[src/hdl/port_six_pkg.sv]
// constants, field layout and carrier types of the seven-pin shared bus port
// assumes a 32-bit apb slave; every register sits at four times its index
package port_six_pkg;
	// apb byte address width, wide enough for index times four
	localparam int ADDR_W = 18;
	// register indices, byte address is index times four
	localparam logic [15:0] DIR_IDX = 16'hffc9;
	localparam logic [15:0] DATA_IDX = 16'hffcb;
	localparam logic [15:0] CTRL_IDX = 16'hff40;
	// reset and read-back values
	localparam logic [7:0] DIR_RST = 8'h80;
	localparam logic [7:0] DATA_RST = 8'h80;
	localparam logic [7:0] DIR_READ = 8'hff;
	localparam logic [7:0] WCE_RST = 8'hff;
	localparam logic [7:0] WCE_ALL = 8'hff;
	localparam logic [2:0] MODE_EXP_LO = 3'h1;
	localparam logic [2:0] MODE_EXP_HI = 3'h5;
	localparam logic [2:0] MODE_RST = 3'h7;
	// pin positions
	localparam int PIN_ACK = 2;
	localparam int PIN_REQ = 1;
	localparam int PIN_WAIT = 0;
	localparam int DATA_RSV = 7;
	// control register field positions
	localparam int CTRL_BRE = 0;
	localparam int CTRL_WCE_LO = 8;
	localparam int CTRL_WCE_HI = 15;
	localparam int CTRL_WMS = 16;

	// bus strobes in pin order 6 down to 3, all active low
	typedef struct packed {
		logic low_byte_write_strobe_n;
		logic high_byte_write_strobe_n;
		logic read_strobe_n;
		logic address_strobe_n;
	} bus_strobes_t;

	// whole state of the port
	typedef struct packed {
		logic [7:0] dir;
		logic [7:0] data;
		logic bre;
		logic [7:0] wce;
		logic wms;
		logic [31:0] rdata;
		logic slverr;
		logic [6:0] pin_s1;
		logic [6:0] pin_s2;
		logic [2:0] mode_s1;
		logic [2:0] mode_s2;
		logic hsn_s1;
		logic hsn_s2;
	} state_t;

	localparam state_t ST_RST = '{dir: DIR_RST, data: DATA_RST, bre: 1'h0, wce: WCE_RST,
		wms: 1'h0, rdata: 32'h0000_0000, slverr: 1'h0, pin_s1: 7'h00, pin_s2: 7'h00,
		mode_s1: MODE_RST, mode_s2: MODE_RST, hsn_s1: 1'h1, hsn_s2: 1'h1};

	// byte address of a register index
	function automatic logic [ADDR_W-1:0] reg_addr(input logic [15:0] idx);
		return {idx, 2'b00};
	endfunction
endpackage

[src/hdl/port_six.sv]
// seven-pin i/o port shared with external bus control strobes, apb register slave
// assumes strobes, release acknowledge and software standby come from logic on pclk;
// pins, mode pins and the hardware standby pin are asynchronous and are synchronised here
//
// The implementer's own choice: the APB slave port.
`timescale 1ns/1ps
`default_nettype none
module port_six
	import port_six_pkg::*;
(
	input wire logic pclk,
	input wire logic presetn,
	input wire logic psel,
	input wire logic penable,
	input wire logic pwrite,
	input wire logic [ADDR_W-1:0] paddr,
	input wire logic [31:0] pwdata,
	input wire logic [3:0] pstrb,
	output logic pready,
	output logic [31:0] prdata,
	output logic pslverr,
	input wire logic [2:0] mode_pins,
	input wire logic hw_standby_n,
	input wire logic sw_standby,
	input wire bus_strobes_t strobes,
	input wire logic bus_release_ack_n,
	output logic bus_release_request_n,
	output logic wait_request_n,
	input wire logic [6:0] pin_in,
	output logic [6:0] pin_out,
	output logic [6:0] pin_oe
);

	state_t st_r;
	state_t st_nxt;
	logic expanded;
	logic hw_standby;
	logic wait_general;
	logic setup;
	logic wr_ok;
	logic hit_dir;
	logic hit_data;
	logic hit_ctrl;

	// value seen by software on a port read, per pin
	function automatic logic [6:0] port_read(input logic [6:0] dir, input logic [6:0] dat,
		input logic [6:0] lvl);
		return (dir & dat) | (~dir & lvl);
	endfunction

	// mode and standby decode from the synchronised pins
	// mode 0 counts as single-chip; only modes 1 to 5 open the external bus
	assign expanded = (st_r.mode_s2 >= MODE_EXP_LO) && (st_r.mode_s2 <= MODE_EXP_HI);
	assign hw_standby = ~st_r.hsn_s2;
	assign wait_general = (st_r.wce == WCE_ALL) && !st_r.wms;

	// address decode
	assign setup = psel && !penable;
	assign hit_dir = (paddr == reg_addr(DIR_IDX));
	assign hit_data = (paddr == reg_addr(DATA_IDX));
	assign hit_ctrl = (paddr == reg_addr(CTRL_IDX));
	// writes are dropped while the chip sleeps, so contents survive software standby; hardware standby reloads reset values
	assign wr_ok = psel && penable && pwrite && !sw_standby && !hw_standby;

	// no wait states; read data is caught in the setup cycle
	assign pready = 1'h1;
	assign prdata = st_r.rdata;
	assign pslverr = st_r.slverr && psel && penable;

	// next-state logic
	always_comb begin
		st_nxt = st_r;
		// two-stage synchronisers
		// the first stage feeds only the second, keeping metastability out of the decode
		st_nxt.pin_s1 = pin_in;
		st_nxt.pin_s2 = st_r.pin_s1;
		st_nxt.mode_s1 = mode_pins;
		st_nxt.mode_s2 = st_r.mode_s1;
		st_nxt.hsn_s1 = hw_standby_n;
		st_nxt.hsn_s2 = st_r.hsn_s1;
		// read data and error flag latched at setup
		if (setup) begin
			st_nxt.slverr = !(hit_dir || hit_data || hit_ctrl);
			st_nxt.rdata = 32'h0000_0000;
			if (hit_dir) begin
				st_nxt.rdata[7:0] = DIR_READ;
			end
			if (hit_data) begin
				st_nxt.rdata[6:0] = port_read(st_r.dir[6:0], st_r.data[6:0], st_r.pin_s2);
				st_nxt.rdata[DATA_RSV] = st_r.data[DATA_RSV];
			end
			if (hit_ctrl) begin
				st_nxt.rdata[CTRL_BRE] = st_r.bre;
				st_nxt.rdata[CTRL_WCE_HI:CTRL_WCE_LO] = st_r.wce;
				st_nxt.rdata[CTRL_WMS] = st_r.wms;
			end
		end
		if (wr_ok && hit_dir && pstrb[0]) begin
			st_nxt.dir = pwdata[7:0];
		end
		if (wr_ok && hit_data && pstrb[0]) begin
			st_nxt.data = {st_r.data[DATA_RSV], pwdata[6:0]};
		end
		// control bits stand in for the bus-release and wait units
		if (wr_ok && hit_ctrl) begin
			if (pstrb[0]) begin
				st_nxt.bre = pwdata[CTRL_BRE];
			end
			if (pstrb[1]) begin
				st_nxt.wce = pwdata[CTRL_WCE_HI:CTRL_WCE_LO];
			end
			if (pstrb[2]) begin
				st_nxt.wms = pwdata[CTRL_WMS];
			end
		end
		if (hw_standby) begin
			st_nxt.dir = DIR_RST;
			st_nxt.data = DATA_RST;
			st_nxt.bre = ST_RST.bre;
			st_nxt.wce = WCE_RST;
			st_nxt.wms = ST_RST.wms;
		end
	end

	// state register
	always_ff @(posedge pclk or negedge presetn) begin
		if (!presetn) begin
			st_r <= ST_RST;
		end else begin
			st_r <= st_nxt;
		end
	end

	// pin function select
	always_comb begin
		pin_out = st_r.data[6:0];
		// direction alone decides drive here, software standby or not; hardware standby below releases every pin
		pin_oe = st_r.dir[6:0];
		if (expanded) begin
			// strobes pass unregistered so they stay in step with the bus cycle
			// strobes override direction
			pin_out[6:3] = strobes;
			pin_oe[6:3] = 4'hf;
			if (st_r.bre) begin
				pin_out[PIN_ACK] = bus_release_ack_n;
				pin_oe[PIN_ACK] = 1'h1;
				pin_oe[PIN_REQ] = 1'h0;
			end
			if (!wait_general) begin
				pin_oe[PIN_WAIT] = 1'h0;
			end
		end
		// hardware standby releases every pin
		if (hw_standby) begin
			pin_oe = 7'h00;
		end
	end

	// alternate inputs to the bus controller
	assign bus_release_request_n = (expanded && st_r.bre) ? st_r.pin_s2[PIN_REQ] : 1'h1;
	assign wait_request_n = (expanded && !wait_general) ? st_r.pin_s2[PIN_WAIT] : 1'h1;

	// checks on the register file and on pin functions
	a_dir_read_ones: assert property (@(posedge pclk) disable iff (!presetn)
		psel && penable && !pwrite && hit_dir |-> prdata == 32'h0000_00ff)
		else $error("direction read not all ones");

	a_dir_write_load: assert property (@(posedge pclk) disable iff (!presetn)
		wr_ok && hit_dir && pstrb[0] |=> st_r.dir == $past(pwdata[7:0]))
		else $error("direction write lost");

	a_hw_standby_load: assert property (@(posedge pclk) disable iff (!presetn)
		hw_standby |=> st_r.dir == DIR_RST && st_r.data == DATA_RST)
		else $error("hardware standby did not reload");

	a_sw_standby_hold: assert property (@(posedge pclk) disable iff (!presetn)
		sw_standby && !hw_standby |=> $stable(st_r.dir) && $stable(st_r.data))
		else $error("registers changed in software standby");

	a_sw_standby_drive: assert property (@(posedge pclk) disable iff (!presetn)
		sw_standby && !hw_standby && !expanded |-> pin_oe == st_r.dir[6:0])
		else $error("pin released in software standby");

	a_data_write: assert property (@(posedge pclk) disable iff (!presetn)
		wr_ok && hit_data && pstrb[0] |=> st_r.data[6:0] == $past(pwdata[6:0]))
		else $error("data write lost");

	a_port_read: assert property (@(posedge pclk) disable iff (!presetn)
		setup && !pwrite && hit_data |=>
		prdata[6:0] == port_read($past(st_r.dir[6:0]), $past(st_r.data[6:0]),
		$past(st_r.pin_s2)))
		else $error("port read value wrong");

	a_data_bit7: assert property (@(posedge pclk) disable iff (!presetn)
		psel && penable && !pwrite && hit_data |-> prdata[DATA_RSV])
		else $error("reserved data bit read zero");

	a_strobe_drive: assert property (@(posedge pclk) disable iff (!presetn)
		expanded && !hw_standby |-> pin_oe[6:3] == 4'hf && pin_out[6:3] == strobes)
		else $error("strobe pins not driven");

	a_single_chip: assert property (@(posedge pclk) disable iff (!presetn)
		!expanded && !hw_standby |-> pin_oe == st_r.dir[6:0] && pin_out == st_r.data[6:0])
		else $error("single-chip pin not general");

	a_release_pins: assert property (@(posedge pclk) disable iff (!presetn)
		expanded && st_r.bre && !hw_standby |->
		pin_oe[2:1] == 2'h2 && pin_out[PIN_ACK] == bus_release_ack_n)
		else $error("release pins wrong");

	a_release_req: assert property (@(posedge pclk) disable iff (!presetn)
		expanded && st_r.bre ##2 expanded && st_r.bre && $stable(pin_in) |->
		bus_release_request_n == $past(pin_in[PIN_REQ], 2))
		else $error("release request not passed");

	a_wait_input: assert property (@(posedge pclk) disable iff (!presetn)
		expanded && !wait_general |-> !pin_oe[PIN_WAIT] &&
		wait_request_n == st_r.pin_s2[PIN_WAIT])
		else $error("wait pin not an input");

	a_general_out: assert property (@(posedge pclk) disable iff (!presetn)
		expanded && !st_r.bre && !hw_standby && st_r.dir[PIN_ACK] |->
		pin_oe[PIN_ACK] && pin_out[PIN_ACK] == st_r.data[PIN_ACK])
		else $error("general output not driven from data");

	a_general_pin0: assert property (@(posedge pclk) disable iff (!presetn)
		expanded && wait_general && !hw_standby |-> pin_oe[PIN_WAIT] == st_r.dir[PIN_WAIT])
		else $error("pin 0 direction ignored");

	// checks on pin functions in both modes and both standbys, and on the reserved data bit
	a_hw_standby_float: assert property (@(posedge pclk) disable iff (!presetn)
		hw_standby |-> pin_oe == 7'h00)
		else $error("pin driven in hardware standby");

	a_data_rsv_set: assert property (@(posedge pclk) disable iff (!presetn)
		st_r.data[DATA_RSV])
		else $error("reserved data bit cleared");

	a_single_inputs: assert property (@(posedge pclk) disable iff (!presetn)
		!expanded |-> bus_release_request_n && wait_request_n)
		else $error("bus inputs claimed in single-chip mode");

	a_general_pin1: assert property (@(posedge pclk) disable iff (!presetn)
		expanded && !st_r.bre && !hw_standby |->
		pin_oe[PIN_REQ] == st_r.dir[PIN_REQ] && bus_release_request_n)
		else $error("pin 1 not general with release off");

	a_general_pin2: assert property (@(posedge pclk) disable iff (!presetn)
		expanded && !st_r.bre && !hw_standby |-> pin_oe[PIN_ACK] == st_r.dir[PIN_ACK])
		else $error("pin 2 not general with release off");

	a_pin0_value: assert property (@(posedge pclk) disable iff (!presetn)
		expanded && wait_general && !hw_standby && st_r.dir[PIN_WAIT] |->
		pin_out[PIN_WAIT] == st_r.data[PIN_WAIT])
		else $error("pin 0 output not from data");

	a_wait_idle: assert property (@(posedge pclk) disable iff (!presetn)
		expanded && wait_general |-> wait_request_n)
		else $error("wait request passed while pin 0 is general");

	a_sw_drive_general: assert property (@(posedge pclk) disable iff (!presetn)
		sw_standby && !hw_standby && expanded && !st_r.bre && wait_general |->
		pin_oe[PIN_ACK:PIN_WAIT] == st_r.dir[PIN_ACK:PIN_WAIT])
		else $error("general pin released in software standby");

	// main scenarios
	c_port_read: cover property (@(posedge pclk) disable iff (!presetn)
		psel && penable && !pwrite && hit_data);
	c_sw_standby: cover property (@(posedge pclk) disable iff (!presetn)
		sw_standby && st_r.dir[6:0] != 7'h00);
	c_release_on: cover property (@(posedge pclk) disable iff (!presetn)
		expanded && st_r.bre && !bus_release_request_n);
	c_wait_active: cover property (@(posedge pclk) disable iff (!presetn)
		expanded && !wait_general && !wait_request_n);
	c_hw_standby: cover property (@(posedge pclk) disable iff (!presetn)
		hw_standby);

endmodule
`default_nettype wire

[config.mk]
export PLATFORM = sky130hd
export DESIGN_NAME = port_six
export DESIGN_NICKNAME = d
export VERILOG_FILES = /design/src/hdl/port_six_pkg.sv /design/src/hdl/port_six.sv
export SDC_FILE = /design/constraint.sdc
export NUM_CORES = 1
export LEC_CHECK = 0
export BUFFER_PORTS_ARGS = -buffer_cell sky130_fd_sc_hd__buf_4
export CELL_PAD_IN_SITES_DETAIL_PLACEMENT = 1
export CELL_PAD_IN_SITES_GLOBAL_PLACEMENT = 1
export CORE_MARGIN = 1.5
export CORE_UTILIZATION = 39
export DETAILED_ROUTE_END_ITERATION = 12
export GPL_ROUTABILITY_DRIVEN = 0
export PLACE_DENSITY_LB_ADDON = 0.12
export SYNTH_ARGS = -nofsm -noshare
export SYNTH_HDL_FRONTEND = slang
export SYNTH_SLANG_ARGS = --single-unit
[constraint.sdc]
create_clock -name pclk -period 3.81 [get_ports pclk]
set_input_delay 0.5715 -clock pclk [delete_from_list [all_inputs] [get_ports pclk]]
set_output_delay 0.5715 -clock pclk [all_outputs]
set_load 0.05 [all_outputs]
Word-level counts from Yosys, hierarchy flattened --
Cells that the tools add are included.
Word-level totals: input port bits 76, register bits after elaboration 65, logic and storage cells 75, output and inout bits 50
Operators by class: multiplexer cells 19, eq/ne operators 10, reduce and logical (&&, ||, !) cells 26, magnitude comparators 2, bitwise gates (word level) 4
Operators by type and width (count):
- $eq 18x18->1 const B | 3
- $mux 7 | 4
- $mux 25 | 1
- $mux 8 | 3
- $logic_and 1x1->1 | 16
- $and 7x7->7 | 2
- $mux 10 | 1
- $mux 9 | 1
- $eq 8x8->1 const B | 1
- $mux 1 | 7
- $not 7->7 | 1
- $or 7x7->7 | 1
- $ne 2x1->1 const B | 3
- $ne 2x2->1 const B | 3
- $reduce_and 2->1 | 3
- $logic_not 1->1 | 5
- $mux 5 | 1
- $ge 3x1->1 const B | 1
- $le 3x3->1 const B | 1
- $logic_or 1x1->1 | 2
- $mux 2 | 1

Longest topological paths before layout --
word-level depth 8, depth in mapped cells 5, gate-level depth less buffers 4

Worst setup path before layout --
No wires, ideal clock.
path type register to output, start point register st_r[3] (netlist bit), end point output port pin_oe[2], data arrival time 1.801 ns, buffers on the path 1, data required time 3.239 ns, cell stages (with the launch flop) 6, setup slack 1.438 ns, path through dfstp_2 -> nor3_1 -> a21oi_1 -> clkbuf_1 -> a21oi_1 -> nor2_1
On the way: longest elaborated chain between the ends 4, elaborated cells on any way between the ends 5, classes of those cells 2 x order compare; 2 x mux; 1 x reduce/logical
RTL lines:
- start: declaration | line port_six.sv:34 | state_t st_r;
- start signal: assignment | line port_six.sv:130 | st_r <= st_nxt;
- $ge 3x1->1 or $le 3x3->1 (tied branches) | line port_six.sv:53 | assign expanded = (st_r.mode_s2 >= MODE_EXP_LO) && (st_r.mode_s2 <= MODE_EXP_HI);
- $logic_and 1x1->1 * | line port_six.sv:53
- $mux 7 * | line port_six.sv:139 | if (expanded) begin
- $mux 7 * | line port_six.sv:154 | if (hw_standby) begin
- end: declaration | line port_six.sv:31 | output logic [6:0] pin_oe
Mark *: on every way between the ends. The rest lies on a longest branch, timed or not.

Worst setup path in the final report --
start point register st_r[0] (netlist bit), end point register st_r[76] (netlist bit)
On the way: longest elaborated chain between the ends 4, elaborated cells on any way between the ends 5, classes of those cells 1 x eq/ne; 1 x mux; 3 x reduce/logical
RTL lines:
- $logic_and 1x1->1 | line port_six.sv:63 | assign wr_ok = psel && penable && pwrite && !sw_standby && !hw_standby;
- $logic_and 1x1->1 (2 in a row) | line port_six.sv:98 | if (wr_ok && hit_dir && pstrb[0]) begin
- $ne 2x1->1 (no line)
Several ways; a longest one is shown, not always the timed one. The select of a mux whose other input is x is not followed. A chain may end at the register's enable or synchronous reset.

==> out/qor.yml <==
cts:
  insertion_delay_ns: 0.34
  cts_setup_buffers: 0
  hold_buffers: 0
  numClockSinks: 65
  cts.clk_slew.worst_paths_ns: 0.07
  cts_root_buf: "clkbuf_8"
  h-tree-depth: 3
  cts_tree: "yes"
  cts_made_buffers: 9
  ctsResizeCount: 0
  clockBufferDepth: 2
synth:
  synth_edf_count: 0
  synth_seq_cells: 65
  avgSynthCellArea_um2: 11.1
  netlist_instances: 271
  synthTopCellsByArea: "dfrtp_1 40%, dfstp_2 15%, buf_4 9.0%"
  synth-async-reset-ratio_pct: 100
  ys_types: 35
  synthTopCellsByCount: "48 x dfrtp_1, 36 x buf_4, 34 x nand2_1"
  synth_largest_area_cell: "dfrtp_1"
  netlist_area_um2: 3010
  yosysWarningCount: 0
  ys.flop_type: "dfrtp_1"
  yosysMostFrequentCell: "dfrtp_1"
  synth_top_area_share_pct: 40.0
  seq_area_frac_synth_pct: 54.8
place:
  hpwl_um: 5340
  placed_area_um2: 3580
  portBuffers: 92
  place_worst_setup_slack_ns: 1.15
timing:
  finalSetupTns_ns: 0
  period_needed_ns: 2.51
  slew_headroom_pct: 33.8
  finalSetupViolCount: 0
  maxSlewViolCount: 0
  fin_skew_ns: 0.00905
  rsz0062_at_grt: "false"
  worst_slack_ns: 1.30
  fmax_mhz: 398
  finalHoldViolCount: 0
  worst_pin_slew_ns: 0.992
  period_share_pct: 66.0
worst_hold_path:
  holdCritPathClass: "in -> async"
finish:
  area_growth_syn_to_layout_pct: 26.6
  drive_gt1_share_pct: 39.8
  fin_util_pct: 51.6
  final_net_count: 420
  multi_input_comb_area_um2: 1090
  n_antenna_cell: 0
  register_area_um2: 1650
  stdcell_area_um2: 3800
  fill_cells: 834
status:
  outcome: "completed"
setup_path:
  crit_type: "reg -> reg"
  cp.required_ns: 4.01
  endpoint_kind: "register"
  critPathLaunchType: "register"
  arrival_ns: 2.71
  critPathMaxFanout: 33
floorplan:
  num_io_pins: 126
  die_h_um: 90.8
  core_um2: 7370
  fp-row-count: 31
  die_area_um2: 8240
  start_util_pct: 40.8
  die_w_um: 90.8
detailed_routing:
  drt_pass1_iterations: 4
  wl_per_cell_um: 17.0
  drt-total-wl_um: 7600
  drc: 0
  viasPerCell: 5.04
  first_iter_violations: 71
  via_count: 2260
  ant_nets: 0
global_routing:
  grt_pass1_wl_um: 12400
  globalRouteOverflowTotal: 0
  grt_use_total_pct: 19.5
  grt_pass1_vias: 2425
  antenna_found_initial: 0
  grt_max_degree: 66
power_and_ir_drop:
  p_leak_nw: 1.81
  peakVddDrop_v: 0.000197
  power_density_nw_per_um2: 405
  total_power_mw: 1.54
run:
  maxCapViolCount: 0
stage by stage:
stage	hold slack, ns	cells
2_1_floorplan	0.276	285
3_3_place_gp	0.332	432
3_5_place_dp	0.336	432
4_1_cts	0.319	448
5_1_grt	0.322	448
6_report	0.294	448
state kept, by name (all words and copies together) (netlist names):
| signal | count |
|---|---|
| st_r | 35 |
| st_nxt | 11 |
| prdata | 17 |
| pin_out | 2 |
placed cells by master (no fill, tap or decap), types with 3 or more instances in the layout:
cell type	netlist	final
buf_4	36	95
dfrtp_1	48	48
nand2_1	34	34
mux2i_1	22	22
dfstp_2	17	17
conb_1	2	16
nor2_1	13	13
nand4_1	13	13
nand3_1	11	11
o21ai_1	11	11
clkbuf_8	0	10
a22o_1	9	9
a21oi_1	6	6
a32o_1	6	6
mux2_2	5	5
nand2b_1	3	3
power by group:
part / leakage, nW / switching [mW] / total, mW / internal, mW
sequential: 0.815 / 0.00434 / 0.711 / 0.707
clock: 0.113 / 0.269 / 0.655 / 0.386
combinational: 0.887 / 0.115 / 0.175 / 0.0594
total: 1.81 / 0.389 / 1.54 / 1.15
layer usage:
| layer | wire (µm) | vias up | part of all wire, % | global-route usage [%] |
|---|---|---|---|---|
| met1 | 3160 | 1120 | 42 | 24.0 |
| met5 | 0 | - | 0 | 0 |
| met3 | 416 | 10 | 5.5 | 4.04 |
| met2 | 3890 | 71 | 51 | 33.2 |
| li1 | - | 1059 | - | - |
| met4 | 121 | 0 | 1.6 | 7.94 |
area by class of cell:
type / instances / share of cell area [%]
inverter: 2 / 0.197
multi-input combinational: 171 / 28.7
timing repair buffer: 95 / 18.7
sequential: 65 / 43.3
clock buffer: 11 / 3.72
tap: 99 / 3.26
clock inverter: 5 / 2.07
critical path, stage by stage, from the launching register on:
cell and delay, ns:
dfstp_2 0.52, buf_4 0.33, and4_1 0.34, nand3_1 0.19
or4b_1 0.77, mux2i_1 0.20
cells by family (layout without fill, tap and decap cells):
logic type | Yosys count | count (layout) | share of synthesized area [%]
multiplexers | 27 | 27 | 9.20
other | 2 | 16 | 0.250
AND/OR/NAND/NOR | 93 | 93 | 16.9
AO/OA/AOI/OAI | 35 | 35 | 8.28
buffers and inverters | 49 | 113 | 10.6
flip-flops | 65 | 65 | 54.8
path summary, 6_finish.rpt:
| path | from | end | slack, ns | depth (start not counted) |
|---|---|---|---|---|
| worst min register to register | st_nxt[14] | st_r[14] | 0.35 | 0 |
| max in group asynchronous | presetn | pin_out[0] | 2.95 | 1 |
| worst max-delay path | st_r[0] | st_r[76] | 1.30 | 5 |
| worst min-delay path | presetn | st_r[22] | 0.29 | 1 |
| min in group pclk | pin_in[6] | st_nxt[14] | 0.33 | 1 |
| worst max register to register | st_r[0] | st_r[76] | 1.30 | 5 |
No activity file was read; power rests on OpenSTA's default activity.
